`config.mk`:
```
export PLATFORM = sky130hd
export DESIGN_NAME = sso_top
export DESIGN_NICKNAME = d
export VERILOG_FILES = /design/src/sso_pkg.sv /design/src/sso_delay.sv /design/src/sso_top.sv
export SDC_FILE = /design/constraint.sdc
export NUM_CORES = 2
export LEC_CHECK = 0
export BUFFER_PORTS_ARGS = -buffer_cell sky130_fd_sc_hd__buf_4
export CAP_MARGIN = 5
export CORE_ASPECT_RATIO = 0.9
export CORE_MARGIN = 3
export CORE_UTILIZATION = 45
export CTS_BUF_LIST = sky130_fd_sc_hd__clkbuf_4 sky130_fd_sc_hd__clkbuf_8
export DETAILED_ROUTE_END_ITERATION = 8
export HOLD_SLACK_MARGIN = 0.02
export MAX_ROUTING_LAYER = met4
export PLACE_DENSITY = 0.59
export SLEW_MARGIN = 20
export SYNTH_ARGS = -nofsm -noshare
export SYNTH_HDL_FRONTEND = slang
export SYNTH_HIERARCHICAL = 1
export SYNTH_SLANG_ARGS = --single-unit
```
`constraint.sdc`:
```
create_clock -name core_clk -period 36.4 [get_ports core_clk]
set_input_delay 7.28 -clock core_clk [delete_from_list [all_inputs] [get_ports core_clk]]
set_output_delay 7.28 -clock core_clk [all_outputs]
set_load 0.05 [all_outputs]
```
`src/sso_pkg.sv`:
```
// Package of constants, types and register map for the servo status outputs
package sso_pkg;

  // ****************************************************************
  // Output assignment codes
  // ****************************************************************
  localparam logic [7:0] CODE_SPEED_REACHED = 8'h04;
  localparam logic [7:0] CODE_POS_REACHED = 8'h05;
  localparam logic [7:0] CODE_TORQUE_LIMIT = 8'h06;
  localparam logic [7:0] CODE_FAULT = 8'h07;
  localparam logic [7:0] CODE_BRAKE = 8'h08;
  localparam logic [7:0] CODE_OVL_WARN = 8'h10;
  localparam logic [7:0] CODE_WARNING = 8'h11;
  localparam int NUM_OUTS = 4;

  // ****************************************************************
  // Register byte addresses
  // ****************************************************************
  localparam logic [7:0] ADDR_CTRL = 8'h00;
  localparam logic [7:0] ADDR_TARGET_SPEED = 8'h04;
  localparam logic [7:0] ADDR_POS_WINDOW = 8'h08;
  localparam logic [7:0] ADDR_OVL_PERMIT = 8'h0C;
  localparam logic [7:0] ADDR_OVL_PERCENT = 8'h10;
  localparam logic [7:0] ADDR_BRAKE_ON = 8'h14;
  localparam logic [7:0] ADDR_BRAKE_OFF = 8'h18;
  localparam logic [7:0] ADDR_ZERO_SPEED = 8'h1C;
  localparam logic [7:0] ADDR_ASSIGN = 8'h20;
  localparam logic [7:0] ADDR_STATUS = 8'h24;
  localparam logic [7:0] ADDR_IRQ_STAT = 8'h28;
  localparam logic [7:0] ADDR_IRQ_MASK = 8'h2C;
  localparam logic [7:0] ADDR_OVL_TIME = 8'h30;

  // ****************************************************************
  // Field positions
  // ****************************************************************
  localparam int CTRL_SERVO_ON = 0;
  localparam int CTRL_PULSE_MODE = 1;
  localparam int CTRL_TORQUE_MODE = 2;
  localparam int ST_SPEED = 0;
  localparam int ST_POS = 1;
  localparam int ST_TORQUE = 2;
  localparam int ST_FAULT = 3;
  localparam int ST_BRAKE = 4;
  localparam int ST_OVL_WARN = 5;
  localparam int ST_WARNING = 6;
  localparam int ST_OVL_ALARM = 7;
  localparam int NUM_COND = 8;

  // ****************************************************************
  // Reset values and timing
  // ****************************************************************
  localparam logic [15:0] RST_TARGET_SPEED = 16'h0BB8;
  localparam logic [15:0] RST_ZERO_SPEED = 16'h000A;
  localparam logic [6:0] RST_OVL_PERCENT = 7'h3C;
  localparam logic [31:0] RST_OVL_PERMIT = 32'h00001F40;
  localparam int CLK_HZ = 20000000;
  localparam int TICK_US = 1000;
  localparam int TICK_CYCLES = CLK_HZ / 1000000 * TICK_US;
  localparam logic [31:0] PERCENT_FULL = 32'h00000064;

  // ****************************************************************
  // Carrier types
  // ****************************************************************
  typedef struct packed {
    logic [15:0] speed;
    logic [31:0] pos_error;
    logic torque_limit_hit;
    logic fault_other;
    logic fault_warnable;
    logic overloaded;
  } sso_meas_type;

  typedef struct packed {
    logic sel;
    logic en;
    logic wr;
    logic [7:0] addr;
    logic [31:0] wdata;
  } sso_apb_req_type;

endpackage : sso_pkg

```
`src/sso_delay.sv`:
```
// Delay timer in millisecond ticks for brake timing
`timescale 1ns/1ps
module sso_delay (
  input wire logic core_clk,
  input wire logic reset,
  input wire logic tick,
  input wire logic start,
  input wire logic [15:0] delay_ms,
  output logic done
);

  logic [15:0] cnt_q;
  logic run_q;
  logic done_q;
  wire expired = run_q && tick && (cnt_q + 16'h0001 >= delay_ms);

  always_ff @(posedge core_clk) begin
    if (reset || start) begin
      cnt_q <= 16'h0000;
      run_q <= start && !reset;
      done_q <= 1'b0;
    end else if (expired) begin
      run_q <= 1'b0;
      done_q <= 1'b1;
    end else if (run_q && tick) begin
      cnt_q <= cnt_q + 16'h0001;
    end
  end

  // Zero delay finishes at once
  assign done = done_q || (run_q && delay_ms == 16'h0000);

endmodule : sso_delay

```
`src/sso_top.sv`:
```
// Status output logic of a servo drive with APB registers
//
// The APB interface to the registers and the register offsets were chosen for this implementation.
`timescale 1ns/1ps
module sso_top (
  input wire logic core_clk,
  input wire logic reset,
  input wire logic psel,
  input wire logic penable,
  input wire logic pwrite,
  input wire logic [7:0] paddr,
  input wire logic [31:0] pwdata,
  output logic [31:0] prdata,
  output logic pready,
  output logic pslverr,
  input wire sso_pkg::sso_meas_type meas,
  input wire logic fault_promote,
  output logic [sso_pkg::NUM_OUTS-1:0] status_out,
  output logic irq
);

  // ****************************************************************
  // Registers
  // ****************************************************************
  logic [2:0] ctrl_q;
  logic [15:0] target_speed_q;
  logic [31:0] pos_window_q;
  logic [31:0] ovl_permit_q;
  logic [6:0] ovl_percent_q;
  logic [15:0] brake_on_delay_q;
  logic [15:0] brake_off_delay_q;
  logic [15:0] zero_speed_q;
  logic [31:0] assign_q;
  logic [7:0] irq_stat_q;
  logic [7:0] irq_mask_q;
  logic [31:0] prdata_q;

  wire wr_en = psel && penable && pwrite;
  wire rd_en = psel && penable && !pwrite;
  wire hit_ctrl = paddr == sso_pkg::ADDR_CTRL;
  wire hit_target = paddr == sso_pkg::ADDR_TARGET_SPEED;
  wire hit_window = paddr == sso_pkg::ADDR_POS_WINDOW;
  wire hit_permit = paddr == sso_pkg::ADDR_OVL_PERMIT;
  wire hit_percent = paddr == sso_pkg::ADDR_OVL_PERCENT;
  wire hit_bon = paddr == sso_pkg::ADDR_BRAKE_ON;
  wire hit_boff = paddr == sso_pkg::ADDR_BRAKE_OFF;
  wire hit_zero = paddr == sso_pkg::ADDR_ZERO_SPEED;
  wire hit_assign = paddr == sso_pkg::ADDR_ASSIGN;
  wire hit_status = paddr == sso_pkg::ADDR_STATUS;
  wire hit_istat = paddr == sso_pkg::ADDR_IRQ_STAT;
  wire hit_imask = paddr == sso_pkg::ADDR_IRQ_MASK;
  wire hit_otime = paddr == sso_pkg::ADDR_OVL_TIME;
  wire hit_any = hit_ctrl || hit_target || hit_window || hit_permit || hit_percent
    || hit_bon || hit_boff || hit_zero || hit_assign || hit_status || hit_istat
    || hit_imask || hit_otime;

  wire servo_on_state = ctrl_q[sso_pkg::CTRL_SERVO_ON];
  wire pulse_position_mode = ctrl_q[sso_pkg::CTRL_PULSE_MODE];
  wire torque_mode = ctrl_q[sso_pkg::CTRL_TORQUE_MODE];

  // ****************************************************************
  // Write enables
  // ****************************************************************
  // Read-only STATUS and OVL_TIME get no enable, so writes to them are dropped
  wire wr_ctrl = wr_en && hit_ctrl;
  wire wr_target = wr_en && hit_target;
  wire wr_window = wr_en && hit_window;
  wire wr_permit = wr_en && hit_permit;
  wire wr_percent = wr_en && hit_percent;
  wire wr_bon = wr_en && hit_bon;
  wire wr_boff = wr_en && hit_boff;
  wire wr_zero = wr_en && hit_zero;
  wire wr_assign = wr_en && hit_assign;
  wire wr_istat = wr_en && hit_istat;
  wire wr_imask = wr_en && hit_imask;

  // ****************************************************************
  // Setting registers
  // ****************************************************************
  always_ff @(posedge core_clk) begin
    if (reset) ctrl_q <= 3'h0;
    else if (wr_ctrl) ctrl_q <= pwdata[2:0];
  end

  always_ff @(posedge core_clk) begin
    if (reset) target_speed_q <= sso_pkg::RST_TARGET_SPEED;
    else if (wr_target) target_speed_q <= pwdata[15:0];
  end

  always_ff @(posedge core_clk) begin
    if (reset) pos_window_q <= 32'h00000000;
    else if (wr_window) pos_window_q <= pwdata;
  end

  always_ff @(posedge core_clk) begin
    if (reset) ovl_permit_q <= sso_pkg::RST_OVL_PERMIT;
    else if (wr_permit) ovl_permit_q <= pwdata;
  end

  always_ff @(posedge core_clk) begin
    if (reset) ovl_percent_q <= sso_pkg::RST_OVL_PERCENT;
    else if (wr_percent) ovl_percent_q <= pwdata[6:0];
  end

  always_ff @(posedge core_clk) begin
    if (reset) brake_on_delay_q <= 16'h0000;
    else if (wr_bon) brake_on_delay_q <= pwdata[15:0];
  end

  always_ff @(posedge core_clk) begin
    if (reset) brake_off_delay_q <= 16'h0000;
    else if (wr_boff) brake_off_delay_q <= pwdata[15:0];
  end

  always_ff @(posedge core_clk) begin
    if (reset) zero_speed_q <= sso_pkg::RST_ZERO_SPEED;
    else if (wr_zero) zero_speed_q <= pwdata[15:0];
  end

  always_ff @(posedge core_clk) begin
    if (reset) assign_q <= 32'h00000000;
    else if (wr_assign) assign_q <= pwdata;
  end

  always_ff @(posedge core_clk) begin
    if (reset) irq_mask_q <= 8'h00;
    else if (wr_imask) irq_mask_q <= pwdata[7:0];
  end

  // ****************************************************************
  // Millisecond tick
  // ****************************************************************
  // Free-running: a brake delay may end up to one tick early
  logic [15:0] div_q;
  wire tick = div_q == 16'(sso_pkg::TICK_CYCLES - 1);

  always_ff @(posedge core_clk) begin
    if (reset || tick) div_q <= 16'h0000;
    else div_q <= div_q + 16'h0001;
  end

  // ****************************************************************
  // Speed, position and torque conditions
  // ****************************************************************
  logic speed_reached_q;
  wire speed_at_target = meas.speed >= target_speed_q;
  wire pos_in_window = pulse_position_mode && (meas.pos_error <= pos_window_q);
  wire torque_hit = meas.torque_limit_hit && !torque_mode;

  always_ff @(posedge core_clk) begin
    if (reset) speed_reached_q <= 1'b0;
    else speed_reached_q <= speed_at_target;
  end

  // ****************************************************************
  // Overload timing
  // ****************************************************************
  logic [31:0] ovl_time_q;
  // Product of two at most 32-bit operands; percent kept below 128
  wire [38:0] warn_scaled = 39'(ovl_permit_q) * 39'(ovl_percent_q);
  wire [38:0] warn_time = warn_scaled / 39'(sso_pkg::PERCENT_FULL);
  wire ovl_warn = 39'(ovl_time_q) > warn_time;
  wire ovl_alarm = ovl_time_q > ovl_permit_q;

  // Count resets once the overload stops: only continuous overload counts
  always_ff @(posedge core_clk) begin
    if (reset || !meas.overloaded) ovl_time_q <= 32'h00000000;
    else if (tick && ovl_time_q != 32'hFFFFFFFF) ovl_time_q <= ovl_time_q + 32'h00000001;
  end

  // ****************************************************************
  // Fault and warning
  // ****************************************************************
  logic warn_fault_q;
  wire warning = meas.fault_warnable;

  // Warnable faults reach the fault output only once promoted, a cycle later
  always_ff @(posedge core_clk) begin
    if (reset) warn_fault_q <= 1'b0;
    else warn_fault_q <= meas.fault_warnable && fault_promote;
  end

  wire fault = meas.fault_other || warn_fault_q || ovl_alarm;

  // ****************************************************************
  // Brake control
  // ****************************************************************
  typedef enum logic [1:0] {BRK_HELD, BRK_RELEASING, BRK_FREE, BRK_ENGAGING} sso_brk_type;
  sso_brk_type brk_q;
  sso_brk_type brk_d;
  logic son_prev_q;
  logic brake_q;
  logic on_done;
  logic off_done;
  wire son_rise = servo_on_state && !son_prev_q;
  wire son_fall = !servo_on_state && son_prev_q;
  wire at_zero_speed = meas.speed <= zero_speed_q;

  sso_delay u_on_delay (
    .core_clk(core_clk),
    .reset(reset),
    .tick(tick),
    .start(son_rise),
    .delay_ms(brake_on_delay_q),
    .done(on_done)
  );

  sso_delay u_off_delay (
    .core_clk(core_clk),
    .reset(reset),
    .tick(tick),
    .start(son_fall),
    .delay_ms(brake_off_delay_q),
    .done(off_done)
  );

  always_comb begin
    brk_d = brk_q;
    unique case (brk_q)
      BRK_HELD: begin
        if (son_rise) brk_d = BRK_RELEASING;
      end
      BRK_RELEASING: begin
        if (!servo_on_state) brk_d = BRK_HELD;
        else if (on_done) brk_d = BRK_FREE;
      end
      BRK_FREE: begin
        if (son_fall) brk_d = BRK_ENGAGING;
      end
      BRK_ENGAGING: begin
        if (servo_on_state) brk_d = BRK_RELEASING;
        else if (off_done || at_zero_speed) brk_d = BRK_HELD;
      end
    endcase
  end

  // Brake output high means brake released
  always_ff @(posedge core_clk) begin
    if (reset) begin
      brk_q <= BRK_HELD;
      son_prev_q <= 1'b0;
      brake_q <= 1'b0;
    end else begin
      brk_q <= brk_d;
      son_prev_q <= servo_on_state;
      brake_q <= (brk_d == BRK_FREE) || (brk_d == BRK_ENGAGING);
    end
  end

  // ****************************************************************
  // Condition vector, interrupts, output mapping
  // ****************************************************************
  logic [sso_pkg::NUM_COND-1:0] cond_q;
  logic [sso_pkg::NUM_COND-1:0] cond_prev_q;
  wire [sso_pkg::NUM_COND-1:0] cond_d = {ovl_alarm, warning, ovl_warn, brake_q, fault,
    torque_hit, pos_in_window, speed_reached_q};
  wire [sso_pkg::NUM_COND-1:0] cond_rise = cond_q & ~cond_prev_q;
  wire [sso_pkg::NUM_COND-1:0] irq_clr = wr_istat ? pwdata[7:0] : 8'h00;

  // Set wins over a write-one clear in the same cycle
  always_ff @(posedge core_clk) begin
    if (reset) begin
      cond_q <= 8'h00;
      cond_prev_q <= 8'h00;
      irq_stat_q <= 8'h00;
    end else begin
      cond_q <= cond_d;
      cond_prev_q <= cond_q;
      irq_stat_q <= (irq_stat_q & ~irq_clr) | cond_rise;
    end
  end

  assign irq = |(irq_stat_q & irq_mask_q);

  function automatic logic pick(input logic [7:0] code, input logic [7:0] c);
    unique case (code)
      sso_pkg::CODE_SPEED_REACHED: pick = c[sso_pkg::ST_SPEED];
      sso_pkg::CODE_POS_REACHED: pick = c[sso_pkg::ST_POS];
      sso_pkg::CODE_TORQUE_LIMIT: pick = c[sso_pkg::ST_TORQUE];
      sso_pkg::CODE_FAULT: pick = c[sso_pkg::ST_FAULT];
      sso_pkg::CODE_BRAKE: pick = c[sso_pkg::ST_BRAKE];
      sso_pkg::CODE_OVL_WARN: pick = c[sso_pkg::ST_OVL_WARN];
      sso_pkg::CODE_WARNING: pick = c[sso_pkg::ST_WARNING];
      default: pick = 1'b0;
    endcase
  endfunction : pick

  logic [sso_pkg::NUM_OUTS-1:0] out_q;
  genvar gi;
  generate
    for (gi = 0; gi < sso_pkg::NUM_OUTS; gi++) begin : g_out
      always_ff @(posedge core_clk) begin
        if (reset) out_q[gi] <= 1'b0;
        else out_q[gi] <= pick(assign_q[gi*8 +: 8], cond_q);
      end
    end
  endgenerate
  assign status_out = out_q;

  // ****************************************************************
  // Read path
  // ****************************************************************
  logic [31:0] rd_mux;
  always_comb begin
    rd_mux = 32'h00000000;
    if (hit_ctrl) rd_mux = {29'h0, ctrl_q};
    if (hit_target) rd_mux = {16'h0000, target_speed_q};
    if (hit_window) rd_mux = pos_window_q;
    if (hit_permit) rd_mux = ovl_permit_q;
    if (hit_percent) rd_mux = {25'h0, ovl_percent_q};
    if (hit_bon) rd_mux = {16'h0000, brake_on_delay_q};
    if (hit_boff) rd_mux = {16'h0000, brake_off_delay_q};
    if (hit_zero) rd_mux = {16'h0000, zero_speed_q};
    if (hit_assign) rd_mux = assign_q;
    if (hit_status) rd_mux = {24'h000000, cond_q};
    if (hit_istat) rd_mux = {24'h000000, irq_stat_q};
    if (hit_imask) rd_mux = {24'h000000, irq_mask_q};
    if (hit_otime) rd_mux = ovl_time_q;
  end

  // Latched in setup so read data come from a register
  wire rd_setup = psel && !penable;
  always_ff @(posedge core_clk) begin
    if (reset) prdata_q <= 32'h00000000;
    else if (rd_setup) prdata_q <= rd_mux;
  end

  // One access cycle; read data latched in setup
  assign pready = 1'b1;
  // Unmapped access: error, write dropped, read data zero
  assign pslverr = psel && penable && !hit_any;
  assign prdata = rd_en ? prdata_q : 32'h00000000;

endmodule : sso_top

```
==> flow_summary.yaml <==
sta:
  fin_skew_ns: 0.0339
  grt_setup_unrepaired: "false"
  drv_slew: 0
  setup_viol: 0
  max_freq_mhz: 32.7
  tightest_slew_ns: 1.13
  relSlewSlack_pct: 24.5
  fin_crit_ns: 30.57
  fin_crit_sh_pct: 84.0
  tns_ns: 0
  hold_viol: 0
yosys:
  netlist_area_mm2: 0.0334
  avgSynthCellArea_um2: 7.75
  syn_nets: 4775
  ys_seq_area_share_pct: 19.7
  synth_async_sr_flop_share_pct: 0
  muxShareOfSynthArea_pct: 1.88
  ys_ff_latch: 328
  yosys_warnings: 6
  synth_top_family_by_area: "simple AND/OR/NAND/NOR gates"
  synthSimpleGateAreaFrac_pct: 25.7
  ys.flop_type: "dfxtp_1"
  synth-edff-count: 2
  synth-compound-area-share_pct: 25.3
  ys_types: 146
  yosys.area_share.xor_xnor_pct: 4.10
  synth_adder_area_share_pct: 17.4
  syn_inst: 4307
global_routing:
  grt_pass1_vias: 29900
  grt_use_total_pct: 29.4
  antenna_found_initial: 3
  grt-ovfl-total: 0
  grt.met3_usage_pct: 3.96
  grt_use_met2_pct: 43.6
  grtUsageMet1_pct: 41.9
  grt_max_degree: 91
  grt.busiest_layer: "met2"
  grt_pass1_wl_mm: 177
power:
  finalPower_w: 0.00217
  peakVddDrop_mv: 0.186
  cellLeakagePower_nw: 14.5
  power_density_mw_per_mm2: 59.9
routing:
  drtAntennaViolNets: 0
  vias: 32500
  dr.pass1.iters: 6
  vias_per_cell: 6.11
  drt_iter0_markers: 3055
  drc: 0
  drt-total-wl_mm: 114
  wire_per_inst_um: 21.4
final_layout:
  area_growth_pct: 8.64
  n_fill_cell: 7293
  mostFrequentLayoutCell: "nand2_1"
  regArea_mm2: 0.00659
  multiInputGateArea_mm2: 0.0249
  final_cell_mix: "nand2_1, a21oi_1, dfxtp_1, inv_1, nor2_1"
  fin_nets: 4777
  drive_gt1_share_pct: 10.5
place:
  gp_congestion: 0.968
  dpl.hpwl_mm: 87.1
  io_buffers: 135
critical_path:
  crit_family: "compound AO/OA/AOI/OAI gates"
  worstPathRequired_ns: 36.93
  crit_path_top_delay_cell: "xnor2_1"
  cp-end-kind: "register"
  crit_top_cell: "nand2_1"
  critPathMaxStageDelay_ns: 0.84
  arrival_ns: 31.10
  crit_buf_inv: 4
  startpoint_type: "register"
  path_class: "register to register"
  crit_fanout: 23
floorplan:
  core_mm2: 0.0733
  initial_core_util_pct: 45.5
  die_area_mm2: 0.0775
  pin_count: 137
  row_count: 94
  fp.dieH_um: 264
  die_w_um: 293
clocking:
  post-cts-setup-buffer-count: 0
  cts.sinks: 328
  cts_resized: 0
  tritoncts: "done"
  root_buffer: "clkbuf_8"
  htreeDepth: 2
  cts_hold_buf: 0
  worstSkewPairLatency_ns: 0.65
  cts.clk_slew.worst_paths_ns: 0.07
  cts_made_buffers: 56
  clock_path_buffers: 3
run:
  maxCapViolCount: 0
run_status:
  outcome: "complete, no violations"
worst_hold_path:
  hold_path_class: "register to register"
==> worst paths after layout <==
kind | depth (start not counted) | to | start | slack [ns]
worst max-delay path | 99 | cond_q[5]$_SDFF_PP0_ | ovl_percent_q[2]$_SDFFE_PP1P_ | 5.83
worst min-delay path | 1 | cond_q[4]$_SDFF_PP0_ | brake_q$_SDFF_PP0_ | 0.44
worst max register to register | 99 | cond_q[5]$_SDFF_PP0_ | ovl_percent_q[2]$_SDFFE_PP1P_ | 5.83
worst min register to register | 1 | cond_q[4]$_SDFF_PP0_ | brake_q$_SDFF_PP0_ | 0.44
==> through the flow <==
step / utilization [%] / hold WS [ns] / cell area (um2) / cells / worst slack (ns)
floorplan: - / 0.414 / 33400 / 4307 / 12.24
global placement: 47.7 / 0.418 / 35000 / 5211 / 6.73
detailed placement: 47.7 / 0.426 / 35000 / 5211 / 6.23
CTS: 49.4 / 0.435 / 36200 / 5311 / 6.08
global route: 49.5 / 0.455 / 36200 / 5315 / 3.53
finish: 49.5 / 0.440 / 36200 / 5316 / 5.83
==> synth_stat cells (41+ instances only) <==
master / number / area (um2)
a211oi_1: 46 / 345
a21o_1: 47 / 353
a21oi_1: 401 / 2010
a22oi_1: 81 / 608
and2_1: 234 / 1460
clkbuf_1: 174 / 653
dfxtp_1: 326 / 6530
fa_1: 149 / 2980
ha_1: 221 / 2770
inv_1: 263 / 987
nand2_1: 628 / 2360
nand3_1: 107 / 536
nand4_1: 69 / 432
nor2_1: 264 / 991
nor2b_1: 50 / 313
nor3_1: 75 / 375
o211ai_1: 43 / 323
o21ai_0: 114 / 571
o21ai_1: 41 / 205
xnor2_1: 67 / 587
xor2_1: 70 / 613
==> worst register-to-register path: cells and delay by family, from the launching register on <==
kind / cells / cell delay [ns]
AOI/OAI and AO/OA: 53 / 15.91
xor gates and xnor gates: 4 / 2.33
buffers and inverters: 4 / 0.60
DFF: 1 / 0.63
and+or+nand+nor: 26 / 5.56
muxes: 6 / 2.63
adders and majority gates: 6 / 2.75
==> registers in the layout (all words and copies together) (netlist names), 3 cells and up <==
name               cells
assign_q              32
ovl_permit_q          32
ovl_time_q            32
pos_window_q          32
prdata_q              32
brake_off_delay_q     16
brake_on_delay_q      16
div_q                 16
target_speed_q        16
u_off_delay/cnt_q     16
u_on_delay/cnt_q      16
zero_speed_q          16
cond_prev_q            8
cond_q                 8
irq_mask_q             8
irq_stat_q             8
ovl_percent_q          7
status_out             4
ctrl_q                 3
==> layer usage <==
layer | vias to the layer above | share of wire (%)
met5 | - | 0
met4 | 0 | 2.8
met3 | 181 | 7.2
met2 | 1281 | 43
met1 | 15600 | 47
li1 | 15500 | -
==> report_power, final <==
group / internal (W) / total (W) / switching (W)
Clock: 0.000212 / 0.000372 / 0.000160
Combinational: 0.000583 / 0.00143 / 0.000851
Sequential: 0.000363 / 0.000366 / 0.00000297
==> cells by family (layout without fill, tap and decap cells) <==
kind of cell             after synthesis  in the layout
AND/OR/NAND/NOR                     1714           1714
AO/OA/AOI/OAI                       1195           1195
flip-flops                           328            328
other                                  1              6
XOR/XNOR                             146            146
multiplexers                          55             55
adder cells (fa/ha/maj)              376            376
buffers and inverters                492            536
==> cell type report <==
class / instances / share of cell area [%]
diodes: 5 / 0.0345
clock buffers: 90 / 3.14
clock inverters: 10 / 0.300
inverters: 268 / 2.78
multi-input cells: 3487 / 68.8
flip-flops and latches: 328 / 18.2
well taps: 960 / 3.31
repair buffers: 168 / 3.50
Note: power is estimated with default switching activity, not from simulation.
